**config.mk**
```make
export PLATFORM = sky130hd
export DESIGN_NAME = lssa_top
export DESIGN_NICKNAME = d
export VERILOG_FILES = /design/src/hw/lssa_pkg.sv /design/src/hw/lssa_meas_if.sv /design/src/hw/lssa_meas_core.sv /design/src/hw/lssa_top.sv
export SDC_FILE = /design/constraint.sdc
export NUM_CORES = 1
export LEC_CHECK = 0
export CAP_MARGIN = 20
export CORE_UTILIZATION = 60
export CTS_CLUSTER_SIZE = 25
export DETAILED_ROUTE_END_ITERATION = 6
export DONT_BUFFER_PORTS = 1
export PLACE_DENSITY = 0.85
export SYNTH_ARGS = -nofsm -noshare
export SYNTH_HDL_FRONTEND = slang
export SYNTH_HIERARCHICAL = 1
export SYNTH_SLANG_ARGS = --single-unit
```
**constraint.sdc**
```tcl
create_clock -name clk -period 67.8 [get_ports clk]
set_input_delay 6.78 -clock clk [delete_from_list [all_inputs] [get_ports clk]]
set_output_delay 6.78 -clock clk [all_outputs]
set_load 0.05 [all_outputs]
```
**src/hw/lssa_pkg.sv**
```systemverilog
// Package with constants and types of the light sensor serial access block.
package lssa_pkg;
  localparam int unsigned CLK_HZ = 40000000;
  localparam int unsigned HIRES_TIME_US = 120000;
  localparam int unsigned LORES_TIME_US = 16000;
  localparam int unsigned MT_NOMINAL = 69;
  localparam int unsigned HIRES_UNIT_CYCLES = (CLK_HZ / 1000000) * HIRES_TIME_US / MT_NOMINAL;
  localparam int unsigned LORES_UNIT_CYCLES = (CLK_HZ / 1000000) * LORES_TIME_US / MT_NOMINAL;
  localparam logic [24:0] DIV_NOMINAL = 25'h0000045;
  localparam logic [24:0] DIV_FOUR_LUX = 25'h0000114;
  localparam logic [7:0] MT_RESET = 8'h45;
  localparam logic [15:0] RESULT_RESET = 16'h0000;
  localparam logic [6:0] ADDR_PIN_HIGH = 7'h5c;
  localparam logic [6:0] ADDR_PIN_LOW = 7'h23;
  localparam logic [7:0] OP_POWER_DOWN = 8'h00;
  localparam logic [7:0] OP_POWER_ON = 8'h01;
  localparam logic [7:0] OP_CLEAR = 8'h07;
  localparam logic [7:0] OP_CONT_ONE = 8'h10;
  localparam logic [7:0] OP_CONT_HALF = 8'h11;
  localparam logic [7:0] OP_CONT_FOUR = 8'h13;
  localparam logic [7:0] OP_ONCE_ONE = 8'h20;
  localparam logic [7:0] OP_ONCE_HALF = 8'h21;
  localparam logic [7:0] OP_ONCE_FOUR = 8'h23;
  localparam logic [4:0] OP_MT_HIGH_PREFIX = 5'h08;
  localparam logic [2:0] OP_MT_LOW_PREFIX = 3'h3;
  localparam int unsigned MT_HIGH_LSB = 5;

  typedef enum logic [1:0] {
    MODE_DOWN = 2'b00,
    MODE_ON = 2'b01,
    MODE_MEAS = 2'b10
  } lssa_mode_t;

  typedef enum logic [1:0] {
    KIND_ONE = 2'b00,
    KIND_HALF = 2'b01,
    KIND_FOUR = 2'b10
  } lssa_kind_t;
endpackage : lssa_pkg

```
**src/hw/lssa_meas_if.sv**
```systemverilog
// Interface between the bus and mode logic and the measurement core.
`timescale 1ns/100ps
interface lssa_meas_if;
  import lssa_pkg::*;
  logic start;
  logic abort;
  lssa_kind_t kind;
  logic [7:0] timeValue;
  logic done;
  logic [15:0] count;
  modport ctrl (output start, output abort, output kind, output timeValue, input done, input count);
  modport core (input start, input abort, input kind, input timeValue, output done, output count);
endinterface : lssa_meas_if

```
**src/hw/lssa_meas_core.sv**
```systemverilog
// Measurement timer and count scaling of the light sensor.
`timescale 1ns/100ps
module lssa_meas_core
  import lssa_pkg::*;
#(
  parameter int unsigned HIRES_UNIT = HIRES_UNIT_CYCLES,
  parameter int unsigned LORES_UNIT = LORES_UNIT_CYCLES
)
(
  input wire logic clk,
  input wire logic rst,
  input wire logic [15:0] lightLevel,
  lssa_meas_if.core mi
);
  logic busy_reg;
  logic [16:0] unitCnt_reg;
  logic [7:0] mtCnt_reg;
  logic [7:0] mt_reg;
  lssa_kind_t kind_reg;
  logic done_reg;
  logic [15:0] count_reg;
  logic [16:0] unitLast;
  logic [7:0] mtLast;

  // Scales the raw level by time value, resolution and nominal divisor.
  function automatic logic [15:0] lssa_scale(input logic [15:0] lvl, input logic [7:0] mt, input lssa_kind_t k);
    logic [24:0] num;
    logic [24:0] q;
    num = {9'h000, lvl} * {17'h00000, mt};
    if (k == KIND_HALF)
    begin
      num = num << 1;
    end
    q = num / ((k == KIND_FOUR) ? DIV_FOUR_LUX : DIV_NOMINAL);
    return (q > 25'h000ffff) ? 16'hffff : q[15:0];
  endfunction : lssa_scale

  // The integration lasts time value units, each a fixed fraction of the nominal time.
  assign unitLast = (kind_reg == KIND_FOUR) ? 17'(LORES_UNIT - 1) : 17'(HIRES_UNIT - 1); // [RL4] [RL17]
  assign mtLast = (mt_reg == 8'h00) ? 8'h00 : mt_reg - 8'h01;

  always_ff @(posedge clk)
  begin
    if (rst || mi.abort)
    begin
      busy_reg <= 1'b0;
      unitCnt_reg <= 17'h00000;
      mtCnt_reg <= 8'h00;
    end
    else if (mi.start)
    begin
      busy_reg <= 1'b1;
      unitCnt_reg <= 17'h00000;
      mtCnt_reg <= 8'h00;
    end
    else if (busy_reg)
    begin
      if (unitCnt_reg == unitLast)
      begin
        unitCnt_reg <= 17'h00000;
        mtCnt_reg <= mtCnt_reg + 8'h01;
        if (mtCnt_reg == mtLast)
        begin
          busy_reg <= 1'b0; // [RL9]
        end
      end
      else
      begin
        unitCnt_reg <= unitCnt_reg + 17'h00001;
      end
    end
  end

  always_ff @(posedge clk)
  begin
    if (rst)
    begin
      mt_reg <= MT_RESET;
      kind_reg <= KIND_ONE;
    end
    else if (mi.start)
    begin
      mt_reg <= mi.timeValue; // [RL9]
      kind_reg <= mi.kind;
    end
  end

  always_ff @(posedge clk)
  begin
    if (rst || mi.abort)
    begin
      done_reg <= 1'b0;
      count_reg <= RESULT_RESET;
    end
    else
    begin
      done_reg <= busy_reg && !mi.start && unitCnt_reg == unitLast && mtCnt_reg == mtLast;
      if (busy_reg && unitCnt_reg == unitLast && mtCnt_reg == mtLast)
      begin
        count_reg <= lssa_scale(lightLevel, mt_reg, kind_reg); // [RL10] [RL11]
      end
    end
  end

  assign mi.done = done_reg;
  assign mi.count = count_reg;
endmodule : lssa_meas_core

```
**src/hw/lssa_top.sv**
```systemverilog
// Two-wire slave, opcode decoding and mode control of the light sensor.
//
// Behaviour
// RL1: Address 1011100 with select high, else 0100011.
// RL2: One opcode per write; stop before the next.
// RL3: Read returns count high byte first, MSB first.
// RL4: Time register scales integration time proportionally.
// RL5: Time register resets to 69.
// RL6: Master programs time register within 31 to 254.
// RL7: Opcode 01000_xxx loads time bits 7..5.
// RL8: Opcode 011_xxxxx loads time bits 4..0.
// RL9: Later measurements integrate over the scaled time.
// RL10: Count weight follows 69 over time value.
// RL11: Half-lux mode honours the time register.
// RL12: Opcode 0x11 starts continuous half-lux measuring.
// RL13: Opcode 0x21 measures once, then powers down.
// RL14: Master waits for the first continuous result.
// RL15: Low reset pin clears registers, holds power-down.
// RL16: Opcode 0x07 clears result unless powered down.
// RL17: Opcodes 0x13 and 0x23 run four-lux measurements.
// RL18: Master resends opcode after a one-shot result.
// RL19: Unknown opcodes change nothing.
// RL20: Result reads zero before any measurement.
`timescale 1ns/100ps
module lssa_top
  import lssa_pkg::*;
#(
  parameter int unsigned HIRES_UNIT = HIRES_UNIT_CYCLES,
  parameter int unsigned LORES_UNIT = LORES_UNIT_CYCLES
)
(
  input wire logic clk,
  input wire logic rst,
  input wire logic sclIn,
  input wire logic sdaIn,
  output logic sdaOut,
  output logic sdaOe,
  input wire logic addrSel,
  input wire logic resetPinN,
  input wire logic [15:0] lightLevel,
  output logic poweredUp,
  output logic measuring
);
  typedef enum logic [2:0] {
    BUS_IDLE = 3'b000,
    BUS_ADDR = 3'b001,
    BUS_ADDR_ACK = 3'b010,
    BUS_WRITE = 3'b011,
    BUS_WRITE_ACK = 3'b100,
    BUS_READ = 3'b101,
    BUS_READ_ACK = 3'b110
  } lssa_bus_t;

  lssa_meas_if mi();

  logic sclMeta_reg, sclSync_reg, sclPrev_reg;
  logic sdaMeta_reg, sdaSync_reg, sdaPrev_reg;
  logic addrMeta_reg, addrSync_reg;
  logic resetMeta_reg, resetSync_reg;
  logic [15:0] lightMeta_reg, lightSync_reg;
  logic coreRst;
  logic sclRise, sclFall, busStart, busStop;
  lssa_bus_t bus_reg;
  logic [3:0] bitCnt_reg;
  logic [7:0] rxShift_reg;
  logic [7:0] txShift_reg;
  logic [15:0] readShadow_reg;
  logic lowByte_reg;
  logic gotOp_reg;
  logic masterAck_reg;
  logic sdaOe_reg;
  logic opValid_reg;
  logic [7:0] opByte_reg;
  logic [6:0] ownAddr;
  lssa_mode_t mode_reg;
  logic continuous_reg;
  lssa_kind_t kind_reg;
  logic [7:0] timeValue_reg;
  logic [15:0] result_reg;
  logic startMeas;
  logic abortMeas;

  // Pins cross into the clock domain through two flip-flops each.
  always_ff @(posedge clk)
  begin
    sclMeta_reg <= sclIn;
    sclSync_reg <= sclMeta_reg;
    sclPrev_reg <= sclSync_reg;
    sdaMeta_reg <= sdaIn;
    sdaSync_reg <= sdaMeta_reg;
    sdaPrev_reg <= sdaSync_reg;
    addrMeta_reg <= addrSel;
    addrSync_reg <= addrMeta_reg;
    resetMeta_reg <= resetPinN;
    resetSync_reg <= resetMeta_reg;
    lightMeta_reg <= lightLevel;
    lightSync_reg <= lightMeta_reg;
  end

  assign coreRst = rst || !resetSync_reg; // [RL15]
  assign sclRise = sclSync_reg && !sclPrev_reg;
  assign sclFall = !sclSync_reg && sclPrev_reg;
  assign busStart = sclSync_reg && sclPrev_reg && sdaPrev_reg && !sdaSync_reg;
  assign busStop = sclSync_reg && sclPrev_reg && !sdaPrev_reg && sdaSync_reg;
  assign ownAddr = addrSync_reg ? ADDR_PIN_HIGH : ADDR_PIN_LOW; // [RL1]

  // Bus sequencing, bit counting and acknowledge driving.
  always_ff @(posedge clk)
  begin
    if (coreRst)
    begin
      bus_reg <= BUS_IDLE;
      bitCnt_reg <= 4'h0;
      rxShift_reg <= 8'h00;
      txShift_reg <= 8'h00;
      readShadow_reg <= RESULT_RESET;
      lowByte_reg <= 1'b0;
      gotOp_reg <= 1'b0;
      masterAck_reg <= 1'b0;
      sdaOe_reg <= 1'b0;
    end
    else if (busStart)
    begin
      bus_reg <= BUS_ADDR;
      bitCnt_reg <= 4'h0;
      gotOp_reg <= 1'b0;
      sdaOe_reg <= 1'b0;
    end
    else if (busStop)
    begin
      bus_reg <= BUS_IDLE;
      gotOp_reg <= 1'b0;
      sdaOe_reg <= 1'b0;
    end
    else if (sclRise)
    begin
      unique case (bus_reg)
        BUS_ADDR, BUS_WRITE:
        begin
          rxShift_reg <= {rxShift_reg[6:0], sdaSync_reg};
          bitCnt_reg <= bitCnt_reg + 4'h1;
        end
        BUS_READ:
        begin
          bitCnt_reg <= bitCnt_reg + 4'h1;
        end
        BUS_READ_ACK:
        begin
          masterAck_reg <= !sdaSync_reg;
        end
        BUS_IDLE, BUS_ADDR_ACK, BUS_WRITE_ACK:
        begin
        end
      endcase
    end
    else if (sclFall)
    begin
      unique case (bus_reg)
        BUS_ADDR:
        begin
          if (bitCnt_reg == 4'h8)
          begin
            if (rxShift_reg[7:1] == ownAddr) // [RL1]
            begin
              bus_reg <= BUS_ADDR_ACK;
              sdaOe_reg <= 1'b1;
              readShadow_reg <= result_reg;
            end
            else
            begin
              bus_reg <= BUS_IDLE;
            end
          end
        end
        BUS_ADDR_ACK:
        begin
          bitCnt_reg <= 4'h0;
          lowByte_reg <= 1'b0;
          if (rxShift_reg[0])
          begin
            bus_reg <= BUS_READ;
            txShift_reg <= readShadow_reg[15:8]; // [RL3]
            sdaOe_reg <= !readShadow_reg[15];
          end
          else
          begin
            bus_reg <= BUS_WRITE;
            sdaOe_reg <= 1'b0;
          end
        end
        BUS_WRITE:
        begin
          if (bitCnt_reg == 4'h8)
          begin
            if (!gotOp_reg)
            begin
              bus_reg <= BUS_WRITE_ACK;
              sdaOe_reg <= 1'b1;
              gotOp_reg <= 1'b1;
            end
            else
            begin
              bus_reg <= BUS_IDLE; // [RL2]
            end
          end
        end
        BUS_WRITE_ACK:
        begin
          bus_reg <= BUS_IDLE; // [RL2]
          sdaOe_reg <= 1'b0;
        end
        BUS_READ:
        begin
          if (bitCnt_reg == 4'h8)
          begin
            bus_reg <= BUS_READ_ACK;
            sdaOe_reg <= 1'b0;
          end
          else
          begin
            txShift_reg <= {txShift_reg[6:0], 1'b0};
            sdaOe_reg <= !txShift_reg[6]; // [RL3]
          end
        end
        BUS_READ_ACK:
        begin
          bitCnt_reg <= 4'h0;
          if (masterAck_reg && !lowByte_reg)
          begin
            bus_reg <= BUS_READ;
            lowByte_reg <= 1'b1;
            txShift_reg <= readShadow_reg[7:0]; // [RL3]
            sdaOe_reg <= !readShadow_reg[7];
          end
          else
          begin
            bus_reg <= BUS_IDLE;
          end
        end
        BUS_IDLE:
        begin
        end
      endcase
    end
  end

  // A one-cycle opcode strobe leaves the bus at the end of the accepted byte.
  always_ff @(posedge clk)
  begin
    if (coreRst)
    begin
      opValid_reg <= 1'b0;
      opByte_reg <= 8'h00;
    end
    else
    begin
      opValid_reg <= sclFall && !busStart && !busStop && bus_reg == BUS_WRITE && bitCnt_reg == 4'h8 && !gotOp_reg;
      opByte_reg <= rxShift_reg;
    end
  end

  // Time register updates from the split loading opcodes.
  always_ff @(posedge clk)
  begin
    if (coreRst)
    begin
      timeValue_reg <= MT_RESET; // [RL5]
    end
    else if (opValid_reg && opByte_reg[7:3] == OP_MT_HIGH_PREFIX)
    begin
      timeValue_reg[7:MT_HIGH_LSB] <= opByte_reg[2:0]; // [RL7]
    end
    else if (opValid_reg && opByte_reg[7:5] == OP_MT_LOW_PREFIX)
    begin
      timeValue_reg[MT_HIGH_LSB-1:0] <= opByte_reg[4:0]; // [RL8]
    end
  end

  // Mode control: power states, measurement kind and repetition.
  always_ff @(posedge clk)
  begin
    if (coreRst)
    begin
      mode_reg <= MODE_DOWN; // [RL15]
      continuous_reg <= 1'b0;
      kind_reg <= KIND_ONE;
    end
    else if (opValid_reg)
    begin
      unique case (opByte_reg)
        OP_POWER_DOWN: mode_reg <= MODE_DOWN;
        OP_POWER_ON: mode_reg <= MODE_ON;
        OP_CONT_ONE, OP_CONT_HALF, OP_CONT_FOUR, OP_ONCE_ONE, OP_ONCE_HALF, OP_ONCE_FOUR:
        begin
          mode_reg <= MODE_MEAS;
          continuous_reg <= !opByte_reg[5]; // [RL12] [RL13]
          kind_reg <= opByte_reg[1] ? KIND_FOUR : (opByte_reg[0] ? KIND_HALF : KIND_ONE); // [RL17]
        end
        default: // [RL19]
        begin
        end
      endcase
    end
    else if (mi.done && !continuous_reg)
    begin
      mode_reg <= MODE_DOWN; // [RL13]
    end
  end

  assign startMeas = opValid_reg && (opByte_reg == OP_CONT_ONE || opByte_reg == OP_CONT_HALF ||
    opByte_reg == OP_CONT_FOUR || opByte_reg == OP_ONCE_ONE || opByte_reg == OP_ONCE_HALF ||
    opByte_reg == OP_ONCE_FOUR);
  assign abortMeas = opValid_reg && (opByte_reg == OP_POWER_DOWN || opByte_reg == OP_POWER_ON);
  assign mi.start = startMeas || (mi.done && continuous_reg && mode_reg == MODE_MEAS); // [RL12]
  assign mi.abort = abortMeas;
  assign mi.kind = startMeas ? (opByte_reg[1] ? KIND_FOUR : (opByte_reg[0] ? KIND_HALF : KIND_ONE)) : kind_reg;
  assign mi.timeValue = timeValue_reg; // [RL9]

  // Result register; unknown opcodes fall through without touching it.
  always_ff @(posedge clk)
  begin
    if (coreRst)
    begin
      result_reg <= RESULT_RESET; // [RL20]
    end
    else if (mi.done)
    begin
      result_reg <= mi.count;
    end
    else if (opValid_reg && opByte_reg == OP_CLEAR && mode_reg != MODE_DOWN)
    begin
      result_reg <= RESULT_RESET; // [RL16] [RL19]
    end
  end

  lssa_meas_core #(
    .HIRES_UNIT(HIRES_UNIT),
    .LORES_UNIT(LORES_UNIT)
  ) u_core (
    .clk(clk),
    .rst(coreRst),
    .lightLevel(lightSync_reg),
    .mi(mi.core)
  );

  assign sdaOut = 1'b0;
  assign sdaOe = sdaOe_reg;
  assign poweredUp = mode_reg != MODE_DOWN;
  assign measuring = mode_reg == MODE_MEAS;
endmodule : lssa_top

```
# After elaboration in Yosys (flattened, before gate mapping)
# Cells that the tools add are included.
# totals
in_bits	22
elab_cells	220
reg_bits	175
output_inout_bits	4
# op_classes
n_lt_le_gt_ge	1
n_bitwise	4
mul	1
mux	51
eq_ne	37
div	1
n_reduce_logical	84
n_addsub	4
# ops
cell	count
$mux 25	3
$mux 16	3
$mux 17	2
$mux 7	4
$logic_and 1x1->1	27
$div 25x25->25	1
$gt 25x16->1 const B	1
$eq 8x5->1 const B	3
$eq 8x6->1 const B	3
$mul 16x8->24	1
$pmux 7 s3	1
$mux 3	6
$pmux 3 s6	1
$reduce_and 6->1	3
$add 17x1->17 const B	1
$eq 17x17->1	1
$mux 1	17
$logic_not 8->1	2
$mux 4	4
$ne 2x2->1 const B	8
$reduce_and 4->1	4
$reduce_and 8->1	2
$logic_not 1->1	15
$reduce_bool 2->1	6
35 further kinds	64

# Logic depth before layout (Yosys ltp)
# depth
ltp_word	12
mapped_depth	226
ltp_nobuf	198

# By module
# Netlist, hierarchy kept.
# by_module_without_submodules
mod	cells_per_inst	instances	seq_area_each_um2	area_each_um2
lssa_meas_core	2989	1	1061.0	21772.1
lssa_top	442	1	2442.3	4365.4

# Worst setup path before layout
# OpenSTA, ideal clock, no wires.
# synth_path
path_kind	register -> register
start	reg u_core.mt_reg[7]
end	reg u_core.count_reg[0] (netlist: u_core/mi.count[0])
required_time_ns	67.677
path_slack_ns	20.951
path_buffers	25
arrival_ns	46.726
stages_incl_launch_ff	217
setup_ns	0.123
synth_period_minus_slack_ns	46.849
cell_sequence	dfxtp_1 clkbuf_1 clkbuf_1 nand2_1 fa_1 fa_1 inv_1 fa_1 inv_1 fa_1 inv_1 ha_1 a21o_1 a221o_1 a2111oi_4 a211oi_2 a21o_1 ha_1 [... 181 more ...] a211oi_1 a32oi_1 nor3_2 nand4bb_1 or4_1 buf_2 or4b_1 buf_2 and3_1 xnor2_1 ha_1 and2_1 a21oi_1 o211ai_1 a2111oi_0 nand4_1 a2111oi_2 o21ai_1
# synth_between
elab_chain_cells	7
elab_cells_between_ends	12
cone_classes	add/sub: 1; mul: 1; div: 1; order compare: 1; eq/ne: 1; mux: 5; reduce/logical: 2
# synth_lines
element	line_no	source
start: declaration	lssa_meas_core.sv:18	logic [7:0] mt_reg;
start signal: assignment	lssa_meas_core.sv:83	mt_reg <= mi.timeValue;
$mul 16x8->24	lssa_meas_core.sv:29	num = {9'h000, lvl} * {17'h00000, mt};
$mux 25	lssa_meas_core.sv:30	if (k == KIND_HALF)
$mux 25	lssa_meas_core.sv:98	if (busy_reg && unitCnt_reg == unitLast && mtCnt_reg == mtLast)
$mux 25	lssa_meas_core.sv:90	if (rst || mi.abort)
$div 25x25->25	lssa_meas_core.sv:34	q = num / ((k == KIND_FOUR) ? DIV_FOUR_LUX : DIV_NOMINAL);
$gt 25x16->1	lssa_meas_core.sv:35	return (q > 25'h000ffff) ? 16'hffff : q[15:0];
$mux 16	lssa_meas_core.sv:35	
end signal: assignment	lssa_meas_core.sv:100	count_reg <= lssa_scale(lightLevel, mt_reg, kind_reg);
end: declaration	lssa_meas_core.sv:21	logic [15:0] count_reg;
# Parallel ways exist; a longest one is shown, timed or not. The select of a mux whose other input is x is not followed.
# A chain may end at the register's enable or synchronous reset.

# Final worst setup path
# layout_path
start	reg u_core.mt_reg[6]
end	reg u_core.count_reg[0] (netlist: u_core/mi.count[0])
# Same word-level chain as after synthesis.

==> metrics.md <==
| Metric | Value |
|---|---|
| Number of remaining DRC errors | 0 |
| Worst hold path stage count | 0 |
| Number of hold buffers added after cts | 0 |
| Worst min-delay path category | reg2reg |
| Gates resized, CTS repair | 0 |
| Total standard cell area after synthesis | 26100 µm² |
| Synthesis-to-finish area growth | 3.39% |
| Register-to-register setup slack | 15.48 ns |
| Clock Path Buffers | 2 |
| Clock root buffer | clkbuf_16 |
| Number of levels the H-tree was split into | 4 |
| FP Rows | 76 |
| Critical Path Source | u_core/mt_reg[6] |
| Critical Path Most Common Cell | ha_1 |
| Register clock-pin slew on the reported worst setup and hold paths | 0.08 ns |
| Core occupancy in the finished layout | roughly 63% |
| Worst hold path startpoint | lightMeta_reg[2] |
| GRT Util Overall | 36.2% |
| Wirelength, routed | 81.3 mm |
| Unrepaired setup endpoints after global routing | no |
| Number of detailed-routing iterations run before antenna repair | 6 |
| Hold Violations, Final | 0 |
| Data arrival at the endpoint of the critical path | about 53 ns |
| First-pass GRT wire length | 131 mm |
| Depth of the worst register-to-register path | 194 |
| Measured slew at the worst slew-check pin | 1.12 ns |
| Share of cells above drive strength 1 | just under 7% |
| Core Footprint | 43000 µm² |
| Die X | 211 µm |
| Final std cells w/o fill | approximately 3.9k |
| Crit path largest cell delay | slightly below 0.8 ns |
| # IOs | 26 |
| Clock latency of the later-clocked register in the worst-skew pair | 0.46 ns |
| Count of cell types in the netlist | around 140 |
| Async set or reset register ratio after synthesis | 0% |
| Yosys warnings | 6 |
| Max Cap Viol | 0 |
| Per-instance average area after synthesis | between 7 and 8 µm² |
| Remaining Overflow, GRT | 0 |
| Die height | 211 µm |
| Biggest area contributors in the synthesized netlist | dfxtp_1, ha_1, fa_1, xnor2_1, nor2_1 |
| Via count of the first global-routing pass | ~25k |
| Kind of capture point of the worst setup path | flip-flop |
| Worst Hold Endpoint | lightSync_reg[2] |
| Flip-flop count of the largest register after layout | 17 |
| Detail-routed net length per standard cell | 20.7 µm |
| Worst slew margin relative to its limit | 25.2% |
| Number of instances in the synthesized netlist | between 3k and 4k |
| DP Wirelength | 62.7 mm |
| Count of vias placed by the detailed router | about 27k |
| Weighted congestion reported at the end of routability-driven placement | between 1 and 1.5 |
| Post-synth EDFFs | 0 |
| Maximum clock frequency | 19.1 MHz |
| Maximum number of pins on one net before global-route repair | 49 |
| Share of the synthesized area in the top cell type | 13.4% |
| Number of synthesized register bits | approximately 180 |
| Per-cell via count in the routed design | 6.89 |
| Placed Cells incl. Taps | 3887 |
| Crit path time final | 52.32 ns |
| Final number of setup-violating endpoints | 0 |
| Main flop type after synthesis | dfxtp_1 |
| Cell accounting for the most synthesized area | dfxtp_1 |
| Slowest-stage cell, CP | dfxtp_1 |
| Clock sinks | between 150 and 200 |
| Status | completed |
| Sequential element share of the synthesized area | 13.4% |
| Critical path peak fanout | 21 |
| CTS tree | yes |
| TritonCTS buffer count | 17 |
| End of the worst register-to-register path | u_core/mi.count[0] |
| Setup skew after layout | between 0.015 and 0.02 ns |
| Setup TNS Final | 0 ns |
| Number of DRC markers in iteration 0 | approximately 2.7k |
| Area of the die | about 44000 µm² |
| Layout net count | 3563 |
| Post-synth net total | 3673 |
| Crit path kind | reg2reg |
| Source of the worst register-to-register timing path | u_core/mt_reg[6] |
| Startpoint type of the worst setup path | flip-flop |
| Setup repair bufs after CTS | 0 |
| Crit path required time | 68.15 ns |
| Starting utilization of the core area | 60.8% |
| Fin. max-slew vios | 0 |
| Hold WS | 0.323 ns |
| Initial antenna violation count | 2 |
| Number of nets with antenna violations after routing | 0 |
| Final worst path period share | 77.2% |
| Port buffer count | 0 |
layer usage:
metal	track usage, %	up-vias	routed length (µm)
met4	18.2	0	4310
met1	46.0	12800	33500
met5	0	-	0
met2	59.5	1368	36700
li1	-	12600	-
met3	5.44	303	6840
layout by cell type (no fill, tap or decap), types with 31 or more instances in the layout:
cell type	Yosys	layout
nor2_1	304	303
or3_1	40	40
ha_1	136	136
o21a_1	35	35
xor2_1	81	81
nor4_1	34	33
o21ai_1	33	33
a31oi_1	59	59
a21oi_1	150	150
nand4_1	64	64
a21o_1	34	34
and2_1	150	150
a211oi_1	49	49
nand2_1	297	297
inv_1	178	177
mux2i_1	104	104
nand3_1	93	93
nor3_1	112	111
and3_1	49	49
o21ai_0	114	114
dfxtp_1	175	175
or2_2	31	31
fa_1	84	84
o211ai_1	53	53
xnor2_1	134	134
nand2b_1	37	36
cell families after synthesis:
logic type / share of synthesized area (%)
xor gates and xnor gates: 7.42
muxes: 5.64
other: 0.0143
adders and majority gates: 12.9
and+or+nand+nor: 28.6
DFF: 13.4
buffers and inverters: 5.19
AOI/OAI and AO/OA: 26.8
stage by stage:
| step | cell area [µm²] | worst slack [ns] |
|---|---|---|
| 2_1_floorplan | 26100 | 20.95 |
| 3_3_place_gp | 26400 | 18.35 |
| 3_5_place_dp | 26400 | 16.70 |
| 4_1_cts | 27000 | 16.46 |
| 5_1_grt | 27000 | 11.63 |
| 6_report | 27000 | 15.48 |
critical path, delay by kind of cell (launching register included):
family	cells	cell delay, ns
flip-flops	1	0.79
XOR/XNOR	12	3.33
buffers and inverters	12	1.32
adder cells (fa/ha/maj)	25	10.03
AND/OR/NAND/NOR	76	17.47
AO/OA/AOI/OAI	65	18.31
multiplexers	4	0.91
worst max path at each step:
stage / slack, ns / depth (start not counted) / end
6_report: 15.48 / 194 / u_core/mi.count[0]
5_1_grt: 11.63 / 194 / u_core/mi.count[0]
4_1_cts: 16.46 / 194 / u_core/mi.count[0]
3_5_place_dp: 16.70 / 194 / u_core/mi.count[0]
3_3_place_gp: 18.35 / 193 / u_core/mi.count[0]
2_1_floorplan: 20.95 / 216 / u_core/mi.count[0]
Yosys cell counts (81+ instances only):
cell type,n
nor2_1,304
nand2_1,297
inv_1,178
dfxtp_1,175
a21oi_1,150
and2_1,150
ha_1,136
xnor2_1,134
o21ai_0,114
nor3_1,112
mux2i_1,104
clkbuf_1,97
nand3_1,93
fa_1,84
xor2_1,81
cell type report:
| class | count | area, µm² |
|---|---|---|
| fillers | 3819 | 16000 |
| repair buffers | 23 | 173 |
| well taps | 585 | 732 |
| clock buffers | 18 | 439 |
| inverters | 182 | 683 |
| diodes | 3 | 7.51 |
| flip-flops and latches | 175 | 3500 |
| multi-input cells | 2922 | 21300 |
| clock inverters | 14 | 189 |
Power is left out: the tool's default activity adds up to more than one toggle a clock period on the data nets, which glitch-free logic cannot reach.
